===== src/rtl/artc_pkg.sv =====
/*
  Constants shared by the auto-reload timer/counter: register offsets,
  control field positions, reset values and machine cycle timing.
  Assumes a 32-bit APB bus with byte addresses.
*/
package artc_pkg;

  // ----------------------------------------------------------------
  // Register offsets
  // ----------------------------------------------------------------
  localparam logic [7:0] ARTC_OFS_CTRL     = 8'h00;
  localparam logic [7:0] ARTC_OFS_CNT_LO   = 8'h04;
  localparam logic [7:0] ARTC_OFS_CNT_HI   = 8'h08;
  localparam logic [7:0] ARTC_OFS_RLD_LO   = 8'h0c;
  localparam logic [7:0] ARTC_OFS_RLD_HI   = 8'h10;
  localparam logic [7:0] ARTC_OFS_STATUS   = 8'h14;
  localparam logic [7:0] ARTC_OFS_IRQ_EN   = 8'h18;
  localparam logic [7:0] ARTC_OFS_IRQ_CLR  = 8'h1c;

  // ----------------------------------------------------------------
  // Control register fields
  // ----------------------------------------------------------------
  localparam int ARTC_CTRL_GATE   = 7;
  localparam int ARTC_CTRL_SRC    = 6;
  localparam int ARTC_CTRL_OVF    = 5;
  localparam int ARTC_CTRL_RUN    = 4;
  localparam int ARTC_CTRL_EXTA_F = 3;
  localparam int ARTC_CTRL_EXTA_T = 2;
  localparam int ARTC_CTRL_EXTB_F = 1;
  localparam int ARTC_CTRL_EXTB_T = 0;

  // ----------------------------------------------------------------
  // Status, enable and clear layout
  // ----------------------------------------------------------------
  localparam int ARTC_ST_OVF  = 0;
  localparam int ARTC_ST_EXTA = 1;
  localparam int ARTC_ST_EXTB = 2;
  localparam int ARTC_ST_W    = 3;

  // ----------------------------------------------------------------
  // Reset values
  // ----------------------------------------------------------------
  localparam logic [7:0]          ARTC_RST_BYTE   = 8'h00;
  localparam logic [ARTC_ST_W-1:0] ARTC_RST_IRQ_EN = 3'h0;
  localparam logic                ARTC_PIN_IDLE   = 1'b1;

  // ----------------------------------------------------------------
  // Machine cycle timing
  // ----------------------------------------------------------------
  localparam int         ARTC_MC_CLKS     = 12;
  localparam logic [3:0] ARTC_MC_LAST     = 4'(ARTC_MC_CLKS - 1);
  localparam logic [3:0] ARTC_SAMPLE_PHASE = 4'h6;

endpackage


===== src/rtl/artc_pin_sync.sv =====
/*
  Three-stage pin synchroniser with a two-sample agreement filter.
  Assumes asynchronous inputs and a single destination clock.
*/
`timescale 1ns/100ps
module artc_pin_sync #(
  parameter int WIDTH = 3
) (
  input  wire logic             ref_clk,
  input  wire logic             rst,
  input  wire logic [WIDTH-1:0] pin_async,
  output logic      [WIDTH-1:0] pin_level
);
  import artc_pkg::*;

  // ----------------------------------------------------------------
  // Per pin stages
  // ----------------------------------------------------------------
  for (genvar i = 0; i < WIDTH; i++) begin : g_bit
    logic s1_q;
    logic s2_q;
    logic s3_q;
    logic lvl_q;
    // First stage feeds only the second
    always_ff @(posedge ref_clk or posedge rst) begin
      if (rst) begin
        s1_q  <= ARTC_PIN_IDLE;
        s2_q  <= ARTC_PIN_IDLE;
        s3_q  <= ARTC_PIN_IDLE;
        lvl_q <= ARTC_PIN_IDLE;
      end else begin
        s1_q <= pin_async[i];
        s2_q <= s1_q;
        s3_q <= s2_q;
        if (s2_q == s3_q) begin
          lvl_q <= s3_q;
        end
      end
    end
    assign pin_level[i] = lvl_q;
  end

endmodule


===== src/rtl/artc_top.sv =====
/*
  Auto-reload 16-bit timer/counter with two external interrupt detectors,
  an APB register slave and one level interrupt output.
  Assumes pins are asynchronous and one machine cycle is twelve clocks.
*/
`timescale 1ns/100ps

module artc_top (
  input  wire logic        ref_clk,
  input  wire logic        rst,
  input  wire logic        psel,
  input  wire logic        penable,
  input  wire logic        pwrite,
  input  wire logic [7:0]  paddr,
  input  wire logic [31:0] pwdata,
  output logic      [31:0] prdata,
  output logic             pready,
  output logic             pslverr,
  input  wire logic        count_input_pin,
  input  wire logic        ext_irq_a_pin,
  input  wire logic        ext_irq_b_pin,
  input  wire logic        timer_vector_ack,
  output logic             irq
);
  import artc_pkg::*;

  // ----------------------------------------------------------------
  // State
  // ----------------------------------------------------------------
  logic [3:0]           phase_q;
  logic [7:0]           cnt_lo_q;
  logic [7:0]           cnt_hi_q;
  logic [7:0]           rld_lo_q;
  logic [7:0]           rld_hi_q;
  logic                 gate_q;
  logic                 src_q;
  logic                 run_bit_q;
  logic                 ext_irq_a_type_q;
  logic                 ext_irq_b_type_q;
  logic                 overflow_flag_q;
  logic                 ext_irq_a_flag_q;
  logic                 ext_irq_b_flag_q;
  logic [ARTC_ST_W-1:0] irq_en_q;
  logic                 samp_q;
  logic                 a_prev_q;
  logic                 b_prev_q;
  logic [31:0]          prdata_q;

  // ----------------------------------------------------------------
  // Pin synchronisers
  // ----------------------------------------------------------------
  logic [2:0] pin_lvl;
  wire        cnt_lvl = pin_lvl[0];
  wire        a_lvl   = pin_lvl[1];
  wire        b_lvl   = pin_lvl[2];

  artc_pin_sync #(
    .WIDTH (3)
  ) u_sync (
    .ref_clk   (ref_clk),
    .rst       (rst),
    .pin_async ({ext_irq_b_pin, ext_irq_a_pin, count_input_pin}),
    .pin_level (pin_lvl)
  );

  // ----------------------------------------------------------------
  // APB decode
  // ----------------------------------------------------------------
  wire setup    = psel & ~penable;
  wire access   = psel & penable;
  wire hit_ctrl = paddr == ARTC_OFS_CTRL;
  wire hit_clo  = paddr == ARTC_OFS_CNT_LO;
  wire hit_chi  = paddr == ARTC_OFS_CNT_HI;
  wire hit_rlo  = paddr == ARTC_OFS_RLD_LO;
  wire hit_rhi  = paddr == ARTC_OFS_RLD_HI;
  wire hit_st   = paddr == ARTC_OFS_STATUS;
  wire hit_en   = paddr == ARTC_OFS_IRQ_EN;
  wire hit_clr  = paddr == ARTC_OFS_IRQ_CLR;
  wire hit_any  = hit_ctrl | hit_clo | hit_chi | hit_rlo | hit_rhi
                | hit_st | hit_en | hit_clr;
  wire wr       = access & pwrite;
  wire wr_ctrl  = wr & hit_ctrl;
  wire wr_clo   = wr & hit_clo;
  wire wr_chi   = wr & hit_chi;
  wire wr_rlo   = wr & hit_rlo;
  wire wr_rhi   = wr & hit_rhi;
  wire wr_en    = wr & hit_en;
  wire [ARTC_ST_W-1:0] clr_bits = (wr & hit_clr) ? pwdata[ARTC_ST_W-1:0] : '0;

  // Zero wait states; unmapped addresses answer with an error
  assign pready  = access;
  assign pslverr = access & ~hit_any;
  assign prdata  = prdata_q;

  // ----------------------------------------------------------------
  // Machine cycle and count source
  // ----------------------------------------------------------------
  wire [15:0] count  = {cnt_hi_q, cnt_lo_q};
  wire [15:0] reload = {rld_hi_q, rld_lo_q};
  wire mc_end        = phase_q == ARTC_MC_LAST;
  wire samp_now      = phase_q == ARTC_SAMPLE_PHASE;
  wire cnt_edge      = samp_now & samp_q & ~cnt_lvl;
  wire run_ok        = run_bit_q & (~gate_q | a_lvl);
  wire src_tick      = src_q ? cnt_edge : mc_end;
  wire tick          = run_ok & src_tick;
  wire wrap          = tick & (count == 16'hffff);
  wire [15:0] cnt_inc = 16'(count + 16'h0001);
  wire [15:0] cnt_nxt = wrap ? reload : (tick ? cnt_inc : count);
  wire [3:0]  phase_d = mc_end ? 4'h0 : 4'(phase_q + 4'h1);

  // ----------------------------------------------------------------
  // Flag events
  // ----------------------------------------------------------------
  // pin A detect
  wire set_a   = ext_irq_a_type_q ? (a_prev_q & ~a_lvl) : ~a_lvl;
  wire set_b   = ext_irq_b_type_q ? (b_prev_q & ~b_lvl) : ~b_lvl;
  wire clr_ovf = timer_vector_ack | clr_bits[ARTC_ST_OVF];
  wire [ARTC_ST_W-1:0] status = {ext_irq_b_flag_q, ext_irq_a_flag_q, overflow_flag_q};
  wire [7:0] ctrl_rd = {gate_q, src_q, overflow_flag_q, run_bit_q,
                        ext_irq_a_flag_q, ext_irq_a_type_q,
                        ext_irq_b_flag_q, ext_irq_b_type_q};

  assign irq = |(status & irq_en_q);

  // ----------------------------------------------------------------
  // Read mux
  // ----------------------------------------------------------------
  wire [7:0] rd_byte = hit_ctrl ? ctrl_rd
                     : hit_clo  ? cnt_lo_q
                     : hit_chi  ? cnt_hi_q
                     : hit_rlo  ? rld_lo_q
                     : hit_rhi  ? rld_hi_q
                     : hit_st   ? {5'h00, status}
                     : hit_en   ? {5'h00, irq_en_q}
                     : 8'h00;

  // ----------------------------------------------------------------
  // Sequencing and sampling
  // ----------------------------------------------------------------
  always_ff @(posedge ref_clk or posedge rst) begin
    if (rst) begin
      phase_q     <= 4'h0;
      samp_q      <= ARTC_PIN_IDLE;
      a_prev_q    <= ARTC_PIN_IDLE;
      b_prev_q    <= ARTC_PIN_IDLE;
      prdata_q    <= 32'h0000_0000;
    end else begin
      phase_q  <= phase_d;
      a_prev_q <= a_lvl;
      b_prev_q <= b_lvl;
      if (samp_now) begin
        samp_q <= cnt_lvl;
      end
      // Read data latched in setup so it stands through access
      if (setup) begin
        prdata_q <= {24'h00_0000, rd_byte};
      end
    end
  end

  // ----------------------------------------------------------------
  // Count and reload registers
  // ----------------------------------------------------------------
  always_ff @(posedge ref_clk or posedge rst) begin
    if (rst) begin
      cnt_lo_q <= ARTC_RST_BYTE;
      cnt_hi_q <= ARTC_RST_BYTE;
      rld_lo_q <= ARTC_RST_BYTE;
      rld_hi_q <= ARTC_RST_BYTE;
    end else begin
      cnt_lo_q <= wr_clo ? pwdata[7:0] : cnt_nxt[7:0];
      cnt_hi_q <= wr_chi ? pwdata[7:0] : cnt_nxt[15:8];
      if (wr_rlo) begin
        rld_lo_q <= pwdata[7:0];
      end
      if (wr_rhi) begin
        rld_hi_q <= pwdata[7:0];
      end
    end
  end

  // ----------------------------------------------------------------
  // Control, flags and enables
  // ----------------------------------------------------------------
  always_ff @(posedge ref_clk or posedge rst) begin
    if (rst) begin
      gate_q           <= 1'b0;
      src_q            <= 1'b0;
      run_bit_q        <= 1'b0;
      ext_irq_a_type_q <= 1'b0;
      ext_irq_b_type_q <= 1'b0;
      overflow_flag_q  <= 1'b0;
      ext_irq_a_flag_q <= 1'b0;
      ext_irq_b_flag_q <= 1'b0;
      irq_en_q         <= ARTC_RST_IRQ_EN;
    end else begin
      if (wr_ctrl) begin
        gate_q           <= pwdata[ARTC_CTRL_GATE];
        src_q            <= pwdata[ARTC_CTRL_SRC];
        run_bit_q        <= pwdata[ARTC_CTRL_RUN];
        ext_irq_a_type_q <= pwdata[ARTC_CTRL_EXTA_T];
        ext_irq_b_type_q <= pwdata[ARTC_CTRL_EXTB_T];
      end
      if (wr_en) begin
        irq_en_q <= pwdata[ARTC_ST_W-1:0];
      end
      overflow_flag_q  <= wrap  | (overflow_flag_q  & ~clr_ovf);
      ext_irq_a_flag_q <= set_a | (ext_irq_a_flag_q & ~clr_bits[ARTC_ST_EXTA]);
      ext_irq_b_flag_q <= set_b | (ext_irq_b_flag_q & ~clr_bits[ARTC_ST_EXTB]);
    end
  end

  wire cnt_wr = wr_clo | wr_chi;

  // edge gap counter
  // Cycles since the last counted pin edge, saturating
  logic [4:0] edge_gap_q;
  always_ff @(posedge ref_clk or posedge rst) begin
    if (rst) begin
      edge_gap_q <= 5'h1f;
    end else if (cnt_edge) begin
      edge_gap_q <= 5'h01;
    end else if (edge_gap_q != 5'h1f) begin
      edge_gap_q <= 5'(edge_gap_q + 5'h01);
    end
  end
endmodule


===== config.mk =====
export PLATFORM = sky130hd
export DESIGN_NAME = artc_top
export DESIGN_NICKNAME = d
export VERILOG_FILES = /design/src/rtl/artc_pkg.sv /design/src/rtl/artc_pin_sync.sv /design/src/rtl/artc_top.sv
export SDC_FILE = /design/constraint.sdc
export NUM_CORES = 1
export LEC_CHECK = 0
export BUFFER_PORTS_ARGS = -buffer_cell sky130_fd_sc_hd__buf_2
export CAP_MARGIN = 20
export CELL_PAD_IN_SITES_DETAIL_PLACEMENT = 2
export CELL_PAD_IN_SITES_GLOBAL_PLACEMENT = 2
export CORE_ASPECT_RATIO = 1.5
export CORE_UTILIZATION = 31
export CTS_CLUSTER_SIZE = 28
export DETAILED_ROUTE_END_ITERATION = 10
export GPL_TIMING_DRIVEN = 0
export PLACE_DENSITY = 0.87
export REMOVE_ABC_BUFFERS = 1
export SLEW_MARGIN = 10
export SYNTH_ARGS = -nofsm -noshare
export SYNTH_HDL_FRONTEND = slang
export SYNTH_SLANG_ARGS = --single-unit

===== constraint.sdc =====
create_clock -name ref_clk -period 2 [get_ports ref_clk]
set_clock_uncertainty 0.2 [all_clocks]
set_input_delay 0.2 -clock ref_clk [delete_from_list [all_inputs] [get_ports ref_clk]]
set_output_delay 0.2 -clock ref_clk [all_outputs]
set_load 0.05 [all_outputs]

==> results by group, run 1 <==
Logic synthesis
  • Ys flop type: dfrtp_1
  • Adder-Cell Fraction of Synth Area: under 10%
  • Mux share of post-synthesis cell area: 10.77%
  • Post-synth EDFFs: 0
  • Post-Synth Simple-Gate Area: a little under a fifth
  • Main combinational cell family by area after synthesis: simple AND/OR/NAND/NOR gates
  • YS warnings: 0
  • Synth Area per Inst: between 10 and 15 sq um
  • Complex-gate fraction of the synthesized area: between 15 and 20%
  • Synthesized area: about 4000 sq um
  • Sequential area share after synthesis: 44.96%
  • Synth Instances: 382
  • Xor/xnor share of the synthesized area: less than 1%
  • Synth unique cells: between 60 and 70
  • Async SR Flop Fraction: 100.0%
  • Yosys reg bits: 70

Route
  • First-pass DRT Iterations: 7
  • Remaining antenna violation count after routing: 0
  • Residual DRC: 0
  • Total number of vias: ~3600
  • WL per Instance: about 25 microns
  • Drt initial violations: 279
  • Routed WL: 15.35 mm
  • Vias per cell: 5.771

Critical path
  • Crit path cell chain: inv_2 -> ha_4 -> nand3b_1 -> o32ai_4 -> buf_12 -> buf_6 -> a31oi_1 -> a221o_1 -> a22o_1
  • Startpoint types: flop
  • CP delay by family, top: compound AO/OA/AOI/OAI gates
  • Crit path DAT: about 2.3 ns
  • Worst EP required: 2.03 ns
  • Critical path type: reg -> reg
  • CP max FO: 6
  • CP bufs+invs: 3
  • CP max stage cell: dfrtp_1
  • CP Capture Type: flop
  • Critical path's largest stage delay: ~0.42 ns

STA
  • Fmax: around 440 MHz
  • Setup TNS: -2.504 ns
  • Setup WS post-layout: -0.2579 ns
  • Crit path time final: between 2 and 2.5 ns
  • Final-report setup violation count: 19
  • Final hold vios: 0
  • Unrepaired setup endpoints after global routing: yes
  • Slew Limit Fails: 0
  • Crit share post-route: 112.9%
  • Worst slew pin tran: around 0.7 ns
  • Max_slew headroom: between 50 and 60%

Pwr
  • Net switching power: between 900 and 1000 uW
  • Clock power frac: around 44%
  • Share of power burned in registers: 44.0%
  • Pwr Density: slightly below 700 nW/um^2
  • Internal: 2462 uW
  • Leakage: 0.002210 uW
  • Worst vdd ir: 0.0004061 V
  • Combinational power share: 11.8%
  • Switching Share: roughly 29%

GRT
  • GRT Overall Usage: a little under a quarter
  • Vias in the first global route: between 3000 and 4000
  • First-pass GRT wire length: 22.88 mm
  • Largest net degree at the start of global routing: 44
  • Antenna violations before repair: 0
  • Gr ovfl total: 0

Clock tree
  • CTS Buffer Depth: 2
  • Worst-Skew Late Latency: 0.35 ns
  • Total CTS buffers: 9
  • TritonCTS clock tree: built
  • Clock transition at the registers of the reported paths: approximately 0.060 ns
  • CTS Root Cell: clkbuf_16
  • CTS Sinks: 70
  • H-tree levels: 3

Placed design
  • DP HPWL: between 9 and 10 mm
  • Buffers on Ports: 35
  • GPL Wtd Cong: 0.8332
  • Placed cell count: approximately 560
  • Placed cell areas: about 4200 sq um
  • Place WS: -0.7488 ns

Floorplanning
  • Core ar.: 12450 sq um
  • Number of I/O pins: 84
  • # rows: 50
  • Die area: 13170 sq um
  • Initial Util: between 30% and 40%
  • Die height: 140.0 microns
  • Chip width: roughly 94 microns

Cells and area
  • Finished Cell Area: 5010 sq um
  • Final core occ: around two fifths
  • Post-Layout Cell Count: roughly 620
  • Final nets: 508
  • Share of post-route cells with drive strength above 1: roughly a third
  • Area delta synth->final: 27.23%
  • N_diodes: 0

Status
  • Status: finished with violations
  • Violated checks: negative setup slack

Hold path
  • Hold WC Path Type: in -> reg

Run
  • Maximum capacitance violations: 0
## layout make-up
type                            instances  area, sq um
Clock buffer                           12        246.5
Inverter                               10        40.04
Tap cell                              156        195.2
Sequential cell                        70         1772
Multi-Input combinational cell        288         2147
Clock inverter                          4        22.52
Fill cell                            1323         7440
Timing Repair Buffer                   77        586.8
## final timing paths
| kind | start | endpoint | slack, ns | cells after the start |
|---|---|---|---|---|
| max | phase_q[0] | cnt_lo_q[2] | -0.26 | 9 |
| min | pwdata[2] | cnt_hi_q[2] | 0.03 | 3 |
| max reg2reg | phase_q[0] | cnt_lo_q[2] | -0.26 | 9 |
| min reg2reg | u_sync.g_bit[0].s1_q | u_sync.g_bit[0].s2_q | 0.16 | 0 |
| max in group asynchronous | rst | u_sync.g_bit[2].s3_q | 0.77 | 4 |
| min in group asynchronous | rst | prdata[6] | 0.20 | 3 |
## Yosys cell counts, types with 3 or more instances
| cell | n | area, sq um |
|---|---|---|
| maj3_1 | 3 | 30.03 |
| mux2_2 | 3 | 33.78 |
| nand3_1 | 7 | 35.03 |
| a2bb2oi_1 | 6 | 52.55 |
| nor2b_1 | 9 | 56.30 |
| mux2_4 | 8 | 120.1 |
| and2_1 | 5 | 31.28 |
| nand3b_1 | 3 | 22.52 |
| nor2_1 | 24 | 90.09 |
| nand2_1 | 42 | 157.7 |
| nor3_1 | 4 | 20.02 |
| mux2i_1 | 9 | 90.09 |
| buf_2 | 9 | 45.04 |
| dfstp_2 | 15 | 394.1 |
| a21o_1 | 5 | 37.54 |
| or3_1 | 7 | 43.79 |
| nand4_1 | 4 | 25.02 |
| o21ai_0 | 15 | 75.07 |
| dfrtp_1 | 55 | 1376 |
| a211oi_1 | 7 | 52.55 |
| ha_1 | 3 | 37.54 |
| a31oi_1 | 6 | 37.54 |
| buf_4 | 25 | 187.7 |
| nand4b_1 | 3 | 26.28 |
| and3_1 | 5 | 31.28 |
| a21oi_1 | 10 | 50.05 |
| a22oi_1 | 5 | 37.54 |
| inv_1 | 10 | 37.54 |
| o31ai_1 | 10 | 75.07 |
| nand2b_1 | 5 | 31.28 |
| mux2_1 | 16 | 180.2 |
## sequential cells by signal (all words and copies together) (netlist names), 3 cells and up
register	cells
cnt_hi_q	8
cnt_lo_q	8
prdata	8
rld_hi_q	8
rld_lo_q	8
phase_q	4
irq_en_q	3
u_sync.g_bit.lvl_q	3
u_sync.g_bit.s1_q	3
u_sync.g_bit.s2_q	3
u_sync.g_bit.s3_q	3
## worst min-delay path, delay by kind of cell
kind / cells / cell delay (ns)
AND/OR/NAND/NOR: 1 / 0.10
AO/OA/AOI/OAI: 1 / 0.07
buffers and inverters: 1 / 0.17
## metal layers
metal  vias to the layer above  routed length, microns  track usage (%)
met3                        59                     544            4.343
met5                         -                       0                0
met1                      1850                    5577            24.19
li1                       1495                       -                -
met2                       157                    8266            42.41
met4                         0                     965            16.92
## what timing repair did
item	4_1_cts	5_1_grt
hold endpoints to repair	51	0
pin swaps	10	21
hold buffers	12	0
setup buffers	19	11
endpoints found under the setup margin	25	19
cloned	1	0
gates resized for setup	26	35
## kinds of logic after synthesis
family	Yosys count
buffers and inverters	48
xor gates and xnor gates	2
adders and majority gates	6
other	1
DFF	70
and+or+nand+nor	132
muxes	36
AOI/OAI and AO/OA	87
## layout by cell type, fill, tap and decap left out, types with 5 or more instances in the layout
master	netlist	final
a22oi_1	5	5
mux2_1	16	16
dfrtp_1	55	54
nand3_1	7	7
nand2b_1	5	5
mux2_4	8	9
nand2_1	42	40
o21ai_1	1	7
nor2b_1	9	8
a21oi_1	10	8
mux2i_1	9	9
buf_2	9	34
nor2_1	24	22
o31ai_1	10	10
dfstp_2	15	15
a21o_1	5	5
a2bb2oi_1	6	5
dlygate4sd3_1	0	12
o21ai_0	15	6
buf_4	25	21
conb_1	1	24
or3_1	7	5
buf_6	1	7
inv_1	10	8
clkbuf_16	0	9
a31oi_1	6	6
## power by group through the flow
| stage | Combinational [uW] | Clock (uW) | Sequential [uW] |
|---|---|---|---|
| after floorplan | 225 | 0 | 1530 |
| after global placement | 320 | 0 | 1530 |
| after detailed placement | 339 | 0 | 1540 |
| after CTS | 387 | 1520 | 1510 |
| after global routing | 428 | 1580 | 1520 |
| final | 406 | 1520 | 1520 |
## metrics by stage
| step | hold slack (ns) | total power [uW] |
|---|---|---|
| 2_1_floorplan | 0.004478 | 1752 |
| 3_3_place_gp | 0.1058 | 1853 |
| 3_5_place_dp | 0.02574 | 1875 |
| 4_1_cts | 0.01935 | 3416 |
| 5_1_grt | 0.03862 | 3529 |
| 6_report | 0.03395 | 3444 |
(Power assumes the default switching activity.)
==> run 2, diff against run 1 <==
ABC_AREA = 1   (was default)
CORE_UTILIZATION = 29   (was 31)
clock period = 1.91 ns   (was 2 ns; I/O delays follow)
==> run 2 against run 1 <==
  * The run still ends with negative setup slack left
  * Global-route usage is 1.3 points lower
  * Flip-flop and latch count stayed put
  * Via count grew 16%
  * Die area is 19% higher
  * Fmax increased by 11%
  * Sequential share of layout area down 2.4 points
  * Hold slack worse by 0.020 ns
  * Combinational power up 9.1%
  * Largest cell class unchanged
  * Largest power group is now clock
==> results by group, run 2 <==
Status
  • Violated checks: negative setup slack
  • Status: finished with violations

STA
  • Fmax: 493.6 MHz (+11%)
  • Final-report setup violation count: 15 (-4)
  • Crit path time final: 2.026 ns (-0.2320 ns)
  • Setup WS post-layout: -0.1159 ns (+0.1420 ns)
  • Final hold vios: 0 (unchanged)
  • Slew Limit Fails: 0 (unchanged)
  • Unrepaired setup endpoints after global routing: yes
  • Crit share post-route: 106.1% (-6.8 points)

Floorplanning
  • # rows: 54 (+8.0%)
  • Chip width: 102.5 microns (+9.0%)
  • Die area: 15660 sq um (+19%)
  • Core ar.: 14660 sq um (+18%)
  • Number of I/O pins: 84 (unchanged)
  • Initial Util: 29.97% (-1.7 points)
  • Die height: 152.8 microns (+9.1%)

Logic synthesis
  • Yosys reg bits: 70 (unchanged)
  • YS warnings: 0 (unchanged)
  • Synth Area per Inst: 7.889 sq um (-23%)
  • Synth Instances: 557 (+46%)
  • Largest cells by area after synthesis: dfrtp_1 31%, nand2_1 13%, dfstp_2 9.0%
  • Async SR Flop Fraction: 100.0% (unchanged)
  • Ys flop type: dfrtp_1
  • Commonest cells in the netlist: 153 x nand2_1, 56 x inv_1, 55 x dfrtp_1
  • Sequential area share after synthesis: 40.29% (-4.7 points)
  • Post-synth EDFFs: 0 (unchanged)
  • Synthesized area: 4394 sq um (+12%)
  • Synth unique cells: 41 (-39%)
  • Synth top area share: 31.32% (-3.6 points)
  • Synth area leader: dfrtp_1
  • Most frequent cell after synthesis: nand2_1

Route
  • Routed WL: 17.59 mm (+15%)
  • Remaining antenna violation count after routing: 0 (unchanged)
  • Residual DRC: 0 (unchanged)
  • Vias per cell: 5.034 (-13%)
  • WL per Instance: 21.37 microns (-14%)
  • Drt initial violations: 205 (-27%)
  • Total number of vias: 4143 (+16%)
  • First-pass DRT Iterations: 4 (-3)

Clock tree
  • CTS Sinks: 70 (unchanged)
  • Worst-Skew Late Latency: 0.35 ns (about the same)
  • Total CTS buffers: 9 (unchanged)
  • TritonCTS clock tree: built
  • Clock transition at the registers of the reported paths: 0.06 ns (about the same)
  • H-tree levels: 3 (unchanged)
  • CTS Buffer Depth: 2 (unchanged)
  • CTS Root Cell: clkbuf_16

Critical path
  • Crit path cell chain: inv_1 -> ha_2 -> nand2_2 -> nor2_4 -> nand2_2 -> nand2_2 -> nand2_4 -> nand2_8 -> buf_4 -> o22ai_1 -> clkinv_1 -> nand2_1
  • Worst EP required: 2.00 ns (-0.03 ns)
  • CP bufs+invs: 3 (unchanged)
  • Startpoint types: flop
  • Critical path's largest stage delay: 0.39 ns (-0.03 ns)
  • Reg2Reg Depth: 12 (+3)
  • Critical path type: reg -> reg
  • Reg2Reg Capture Point: cnt_lo_q[7]
  • CP max stage cell: dfrtp_1
  • Flop2flop setup slack: -0.12 ns (+0.14 ns)
  • CP max FO: 5 (-1)
  • Most frequent CP cell: nand2_2
  • Reg2reg start: phase_q[0]
  • CP delay by family, top: simple AND/OR/NAND/NOR gates
  • CP Capture Type: flop
  • Crit path DAT: 2.11 ns (-0.18 ns)

Cells and area
  • Share of post-route cells with drive strength above 1: 30.14% (-2.2 points)
  • Post-Layout Cell Count: 823 (+33%)
  • Finished Cell Area: 5384 sq um (+7.5%)
  • Final nets: 674 (+33%)
  • Most frequent cells in the layout: 144 x nand2_1, 55 x inv_1, 51 x dfrtp_1
  • Final core occ: 36.72% (-3.5 points)
  • Area delta synth->final: 22.52%
  • Most common cell after layout, fill and taps aside: nand2_1
  • N_diodes: 0 (unchanged)

Placed design
  • Placed cell count: 779 (+39%)
  • Place WS: -0.6148 ns (+0.1340 ns)
  • Placed cell areas: 4647 sq um (+12%)
  • GPL Wtd Cong: 0.9029 (+8.4%)
  • DP HPWL: 11.23 mm (+20%)
  • Buffers on Ports: 35 (unchanged)

GRT
  • GRT Overall Usage: 22.37% (-1.3 points)
  • Gr ovfl total: 0 (unchanged)
  • Antenna violations before repair: 0 (unchanged)
  • First-pass GRT wire length: 25.99 mm (+14%)
  • Vias in the first global route: 4679 (+18%)
  • Largest net degree at the start of global routing: 53 (+20%)

Pwr
  • Worst vdd ir: 0.0004114 V (+1.3%)
  • Leakage: 0.002594 uW (+17%)
  • Power, Total: 3814 uW (+11%)
  • Pwr Density: 708.4 nW/um^2 (+3.0%)

Run
  • Maximum capacitance violations: 0 (unchanged)

Hold path
  • HP Start: pwdata[7]
  • Worst hold path cell count: 3 (unchanged)
  • Hold WC Path Type: in -> reg
  • Hold EP: rld_lo_q[7]
run 2: layout make-up:
cell class / instances / area (sq um)
fillers: 1673 / 9278
multi-input cells: 402 / 2291
flip-flops and latches: 70 / 1775
repair buffers: 64 / 464.2
inverters: 75 / 299.0
well taps: 196 / 245.2
clock buffers: 10 / 239.0
clock inverters: 6 / 70.07
run 2: per-layer routing:
metal  share of wire [%]  routed length [microns]  global-route usage (%)  vias up
met5                   0                        0                       0        -
met4                 4.3                      748                   11.36        0
met3                 2.9                      506                   4.037       51
met2                  55                     9736                   40.95      123
met1                  37                     6594                   23.60     2107
li1                    -                        -                       -     1862
run 2: worst max-delay path by stage:
| stage | from | to | cells after the start |
|---|---|---|---|
| finish | phase_q[0] | cnt_lo_q[7] | 12 |
| global route | phase_q[0] | cnt_lo_q[7] | 12 |
| CTS | phase_q[0] | cnt_hi_q[3] | 12 |
| detailed placement | phase_q[0] | cnt_hi_q[0] | 10 |
| global placement | rst | cnt_lo_q[2] | 2 |
| floorplan | rst | cnt_hi_q[0] | 1 |
run 2: power breakdown:
part | switching, uW | internal (uW)
clock | 723 | 1050
sequential | 47.3 | 1550
combinational | 336 | 107
total | 1110 | 2710
run 2: what timing repair did:
| action | 4_1_cts | 5_1_grt |
|---|---|---|
| gates resized for setup | 25 | 23 |
| buffers inserted | 14 | 3 |
| gates cloned | 0 | 0 |
| endpoints found under the hold margin | 70 | 0 |
| pin swaps | 7 | 8 |
| hold buffers | 11 | 0 |
| endpoints found under the setup margin | 16 | 17 |
run 2: tightest hold or removal path, delay by kind of cell:
| kind | cells | cell delay (ns) |
|---|---|---|
| AO/OA/AOI/OAI | 1 | 0.15 |
| buffers and inverters | 2 | 0.18 |
run 2: per-stage QoR:
step	TNS [ns]	hold WS, ns
final	-0.6610	0.01390
after global routing	-2.400	0.02254
after CTS	-0.01550	0.002323
after detailed placement	-7.664	-0.02926
after global placement	-77.90	0.09614
after floorplan	-12.47	-0.004522
run 2: cell families after synthesis:
| kind of cell | share of synthesized area, % |
|---|---|
| AOI/OAI and AO/OA | 11.08 |
| xor gates and xnor gates | 2.193 |
| adders and majority gates | 1.538 |
| buffers and inverters | 13.10 |
| DFF | 40.29 |
| other | 0.08534 |
| and+or+nand+nor | 31.72 |
==> run 3, diff against run 2 <==
BUFFER_PORTS_ARGS = default   (was -buffer_cell sky130_fd_sc_hd__buf_2)
CORE_UTILIZATION = 33   (was 29)
DONT_BUFFER_PORTS = 1   (was default)
PLACE_DENSITY = 0.86   (was 0.87)
==> run 3 against run 2 <==
  * Combinational power decreased by 5.4%
  * Largest cell class unchanged
  * Die area decreased by 12%
  * Sequential power about the same
  * Hold slack improved by 0.023 ns
  * Highest routed layer unchanged
  * The run still ends with negative setup slack left
  * Flip-flop and latch count unchanged
  * Register-to-register slack got worse by 0.06 ns
  * Count of clock-buffer cells in the layout unchanged
  * Critical endpoint is now cnt_hi_q[7]
==> results by group, run 3 (same netlist as run 2, synthesis figures left out) <==
Clock tree
  • CTS Sinks: 70 (unchanged)
  • CTS Buffer Depth: 2 (unchanged)
  • Worst-Skew Late Latency: 0.35 ns (about the same)
  • H-tree levels: 3 (unchanged)
  • CTS Root Cell: clkbuf_16
  • Clock transition at the registers of the reported paths: 0.06 ns (about the same)
  • Total CTS buffers: 9 (unchanged)
  • TritonCTS clock tree: built

Floorplanning
  • Chip width: 96.22 microns (-6.1%)
  • Die area: 13790 sq um (-12%)
  • Number of I/O pins: 84 (unchanged)
  • Core ar.: 13020 sq um (-11%)
  • # rows: 51 (-5.6%)
  • Die height: 143.3 microns (-6.2%)
  • Initial Util: 33.76% (+3.8 points)

Pwr
  • Pwr Density: 702.6 nW/um^2 (-0.82%)
  • Leakage: 0.002525 uW (-2.7%)
  • Worst vdd ir: 0.0005719 V (+39%)

Placed design
  • DP HPWL: 10.96 mm (-2.4%)
  • GPL Wtd Cong: 0.9607 (+6.4%)
  • Placed cell areas: 4431 sq um (-4.7%)
  • Buffers on Ports: 0 (-100%)

Critical path
  • Critical path type: reg -> reg
  • Worst EP required: 1.95 ns (-0.05 ns)
  • CP Capture Type: flop
  • Crit path cell chain: nand2_1 -> nor2_1 -> nand2_1 -> nor2_2 -> xor2_1 -> nand2_2 -> nand3_1 -> nand2_1
  • CP max stage cell: dfrtp_1
  • Startpoint types: flop
  • Crit path DAT: 2.13 ns (+0.02 ns)
  • CP max FO: 5 (unchanged)
  • CP delay by family, top: simple AND/OR/NAND/NOR gates
  • CP bufs+invs: 0 (-3)
  • Most frequent CP cell: nand2_1
  • Critical path's largest stage delay: 0.48 ns (+0.09 ns)

Cells and area
  • Most common cell after layout, fill and taps aside: nand2_1
  • Reg area: 1779 sq um (+0.21%)
  • Most frequent cells in the layout: 137 x nand2_1, 52 x inv_1, 48 x dfrtp_1
  • Share of post-route cells with drive strength above 1: 29.43% (-0.71 points)
  • Fill cells: 1442 (-14%)
  • Finished Cell Area: 5389 sq um (about the same)
  • N_diodes: 0 (unchanged)
  • Multi-input logic area: 2431 sq um (+6.1%)
  • Final nets: 645 (-4.3%)
  • Area delta synth->final: 22.64% (about the same)

GRT
  • Antenna violations before repair: 0 (unchanged)
  • Vias in the first global route: 4724 (+0.96%)
  • GRT Overall Usage: 26.91% (+4.5 points)
  • Largest net degree at the start of global routing: 50 (-5.7%)
  • First-pass GRT wire length: 26.48 mm (+1.9%)
  • Gr ovfl total: 0 (unchanged)

Route
  • Routed WL: 19.60 mm (+11%)
  • WL per Instance: 25.89 microns (+21%)
  • First-pass DRT Iterations: 4 (unchanged)
  • Remaining antenna violation count after routing: 0 (unchanged)
  • Total number of vias: 4192 (+1.2%)
  • Residual DRC: 0 (unchanged)
  • Vias per cell: 5.538 (+10%)
  • Drt initial violations: 224 (+9.3%)

STA
  • Crit path time final: 2.086 ns (+0.05998 ns)
  • Final-report setup violation count: 15 (unchanged)
  • Unrepaired setup endpoints after global routing: yes
  • Setup WS post-layout: -0.1758 ns (-0.05998 ns)
  • Fmax: 479.4 MHz (-2.9%)
  • Final hold vios: 0 (unchanged)
  • Max_slew headroom: about two fifths
  • Setup TNS: -1.299 ns (-0.6375 ns)
  • Slew Limit Fails: 0 (unchanged)
  • Worst slew pin tran: 0.8941 ns
  • Crit share post-route: 109.2% (+3.1 points)

Status
  • Status: finished with violations
  • Violated checks: negative setup slack

Run
  • Maximum capacitance violations: 0 (unchanged)

Hold path
  • Hold WC Path Type: in -> reg
-- run 3: cell count changes in the layout (fill, tap and decap cells not counted), sizes merged --
cell,previous run,this run
dlygate4sd3,11,15
clkinv,3,4
nand2,174,175
clkinvlp,3,2
buf,53,19
-- run 3: area by class of cell --
type / instances / area share, %
clock buffers: 10 / 4.249
inverters: 75 / 5.596
multi-input cells: 403 / 45.11
flip-flops and latches: 70 / 33.02
clock inverters: 6 / 1.323
repair buffers: 34 / 7.012
well taps: 159 / 3.692
-- run 3: what timing repair did --
item / in CTS / in global routing
endpoints found under the hold margin: 89 / 0
gates resized for setup: 28 / 56
hold buffers: 15 / 0
endpoints found under the setup margin: 17 / 18
setup buffers: 12 / 6
pin swaps: 8 / 21
gates cloned: 1 / 0
-- run 3: report_power, final --
group	total, uW	internal [uW]	leakage (uW)	switching (uW)
Sequential	1610	1550	0.000876	66.4
Clock	1750	1020	0.000139	732
Combinational	419	96.5	0.00151	322
-- run 3: worst min-delay path, delay by kind of cell --
kind                   cells  cell delay [ns]
and+or+nand+nor            1             0.10
buffers and inverters      1             0.05
AOI/OAI and AO/OA          2             0.20
-- run 3: stage by stage --
| stage | hold slack (ns) | util (%) | worst slack (ns) | total power (uW) | std cells |
|---|---|---|---|---|---|
| finish | 0.03659 | 41.40 | -0.1758 | 3786 | 757 |
| global route | 0.05961 | 41.40 | -0.2004 | 3870 | 757 |
| CTS | 0.002471 | 39.27 | -0.07528 | 3730 | 751 |
| detailed placement | -0.1539 | 34.04 | -0.6233 | 1970 | 707 |
| global placement | -0.004446 | 33.77 | -1.047 | 1940 | 706 |
| floorplan | -0.004522 | - | -0.2244 | 1886 | 547 |
-- run 3: path summary, 6_finish.rpt --
check	startpoint	end	slack [ns]	cells after the start
worst max-delay path	cnt_lo_q[6]	cnt_hi_q[7]	-0.18	8
worst min register to register	u_sync.g_bit[2].s1_q	u_sync.g_bit[2].s2_q	0.17	0
max in group asynchronous	rst	u_sync.g_bit[2].lvl_q	0.79	3
worst max register to register	cnt_lo_q[6]	cnt_hi_q[7]	-0.18	8
min in group asynchronous	rst	cnt_hi_q[7]	0.10	2
worst min-delay path	psel	prdata[5]	0.04	4
-- run 3: per-layer routing --
metal	GRT usage, %	routed length (microns)	part of all wire [%]	vias up
li1	-	-	-	1788
met1	26.24	6543	33	2134
met2	48.79	10820	55	184
met3	5.185	884	4.5	86
met4	20.03	1351	6.9	0
met5	0	0	0	-
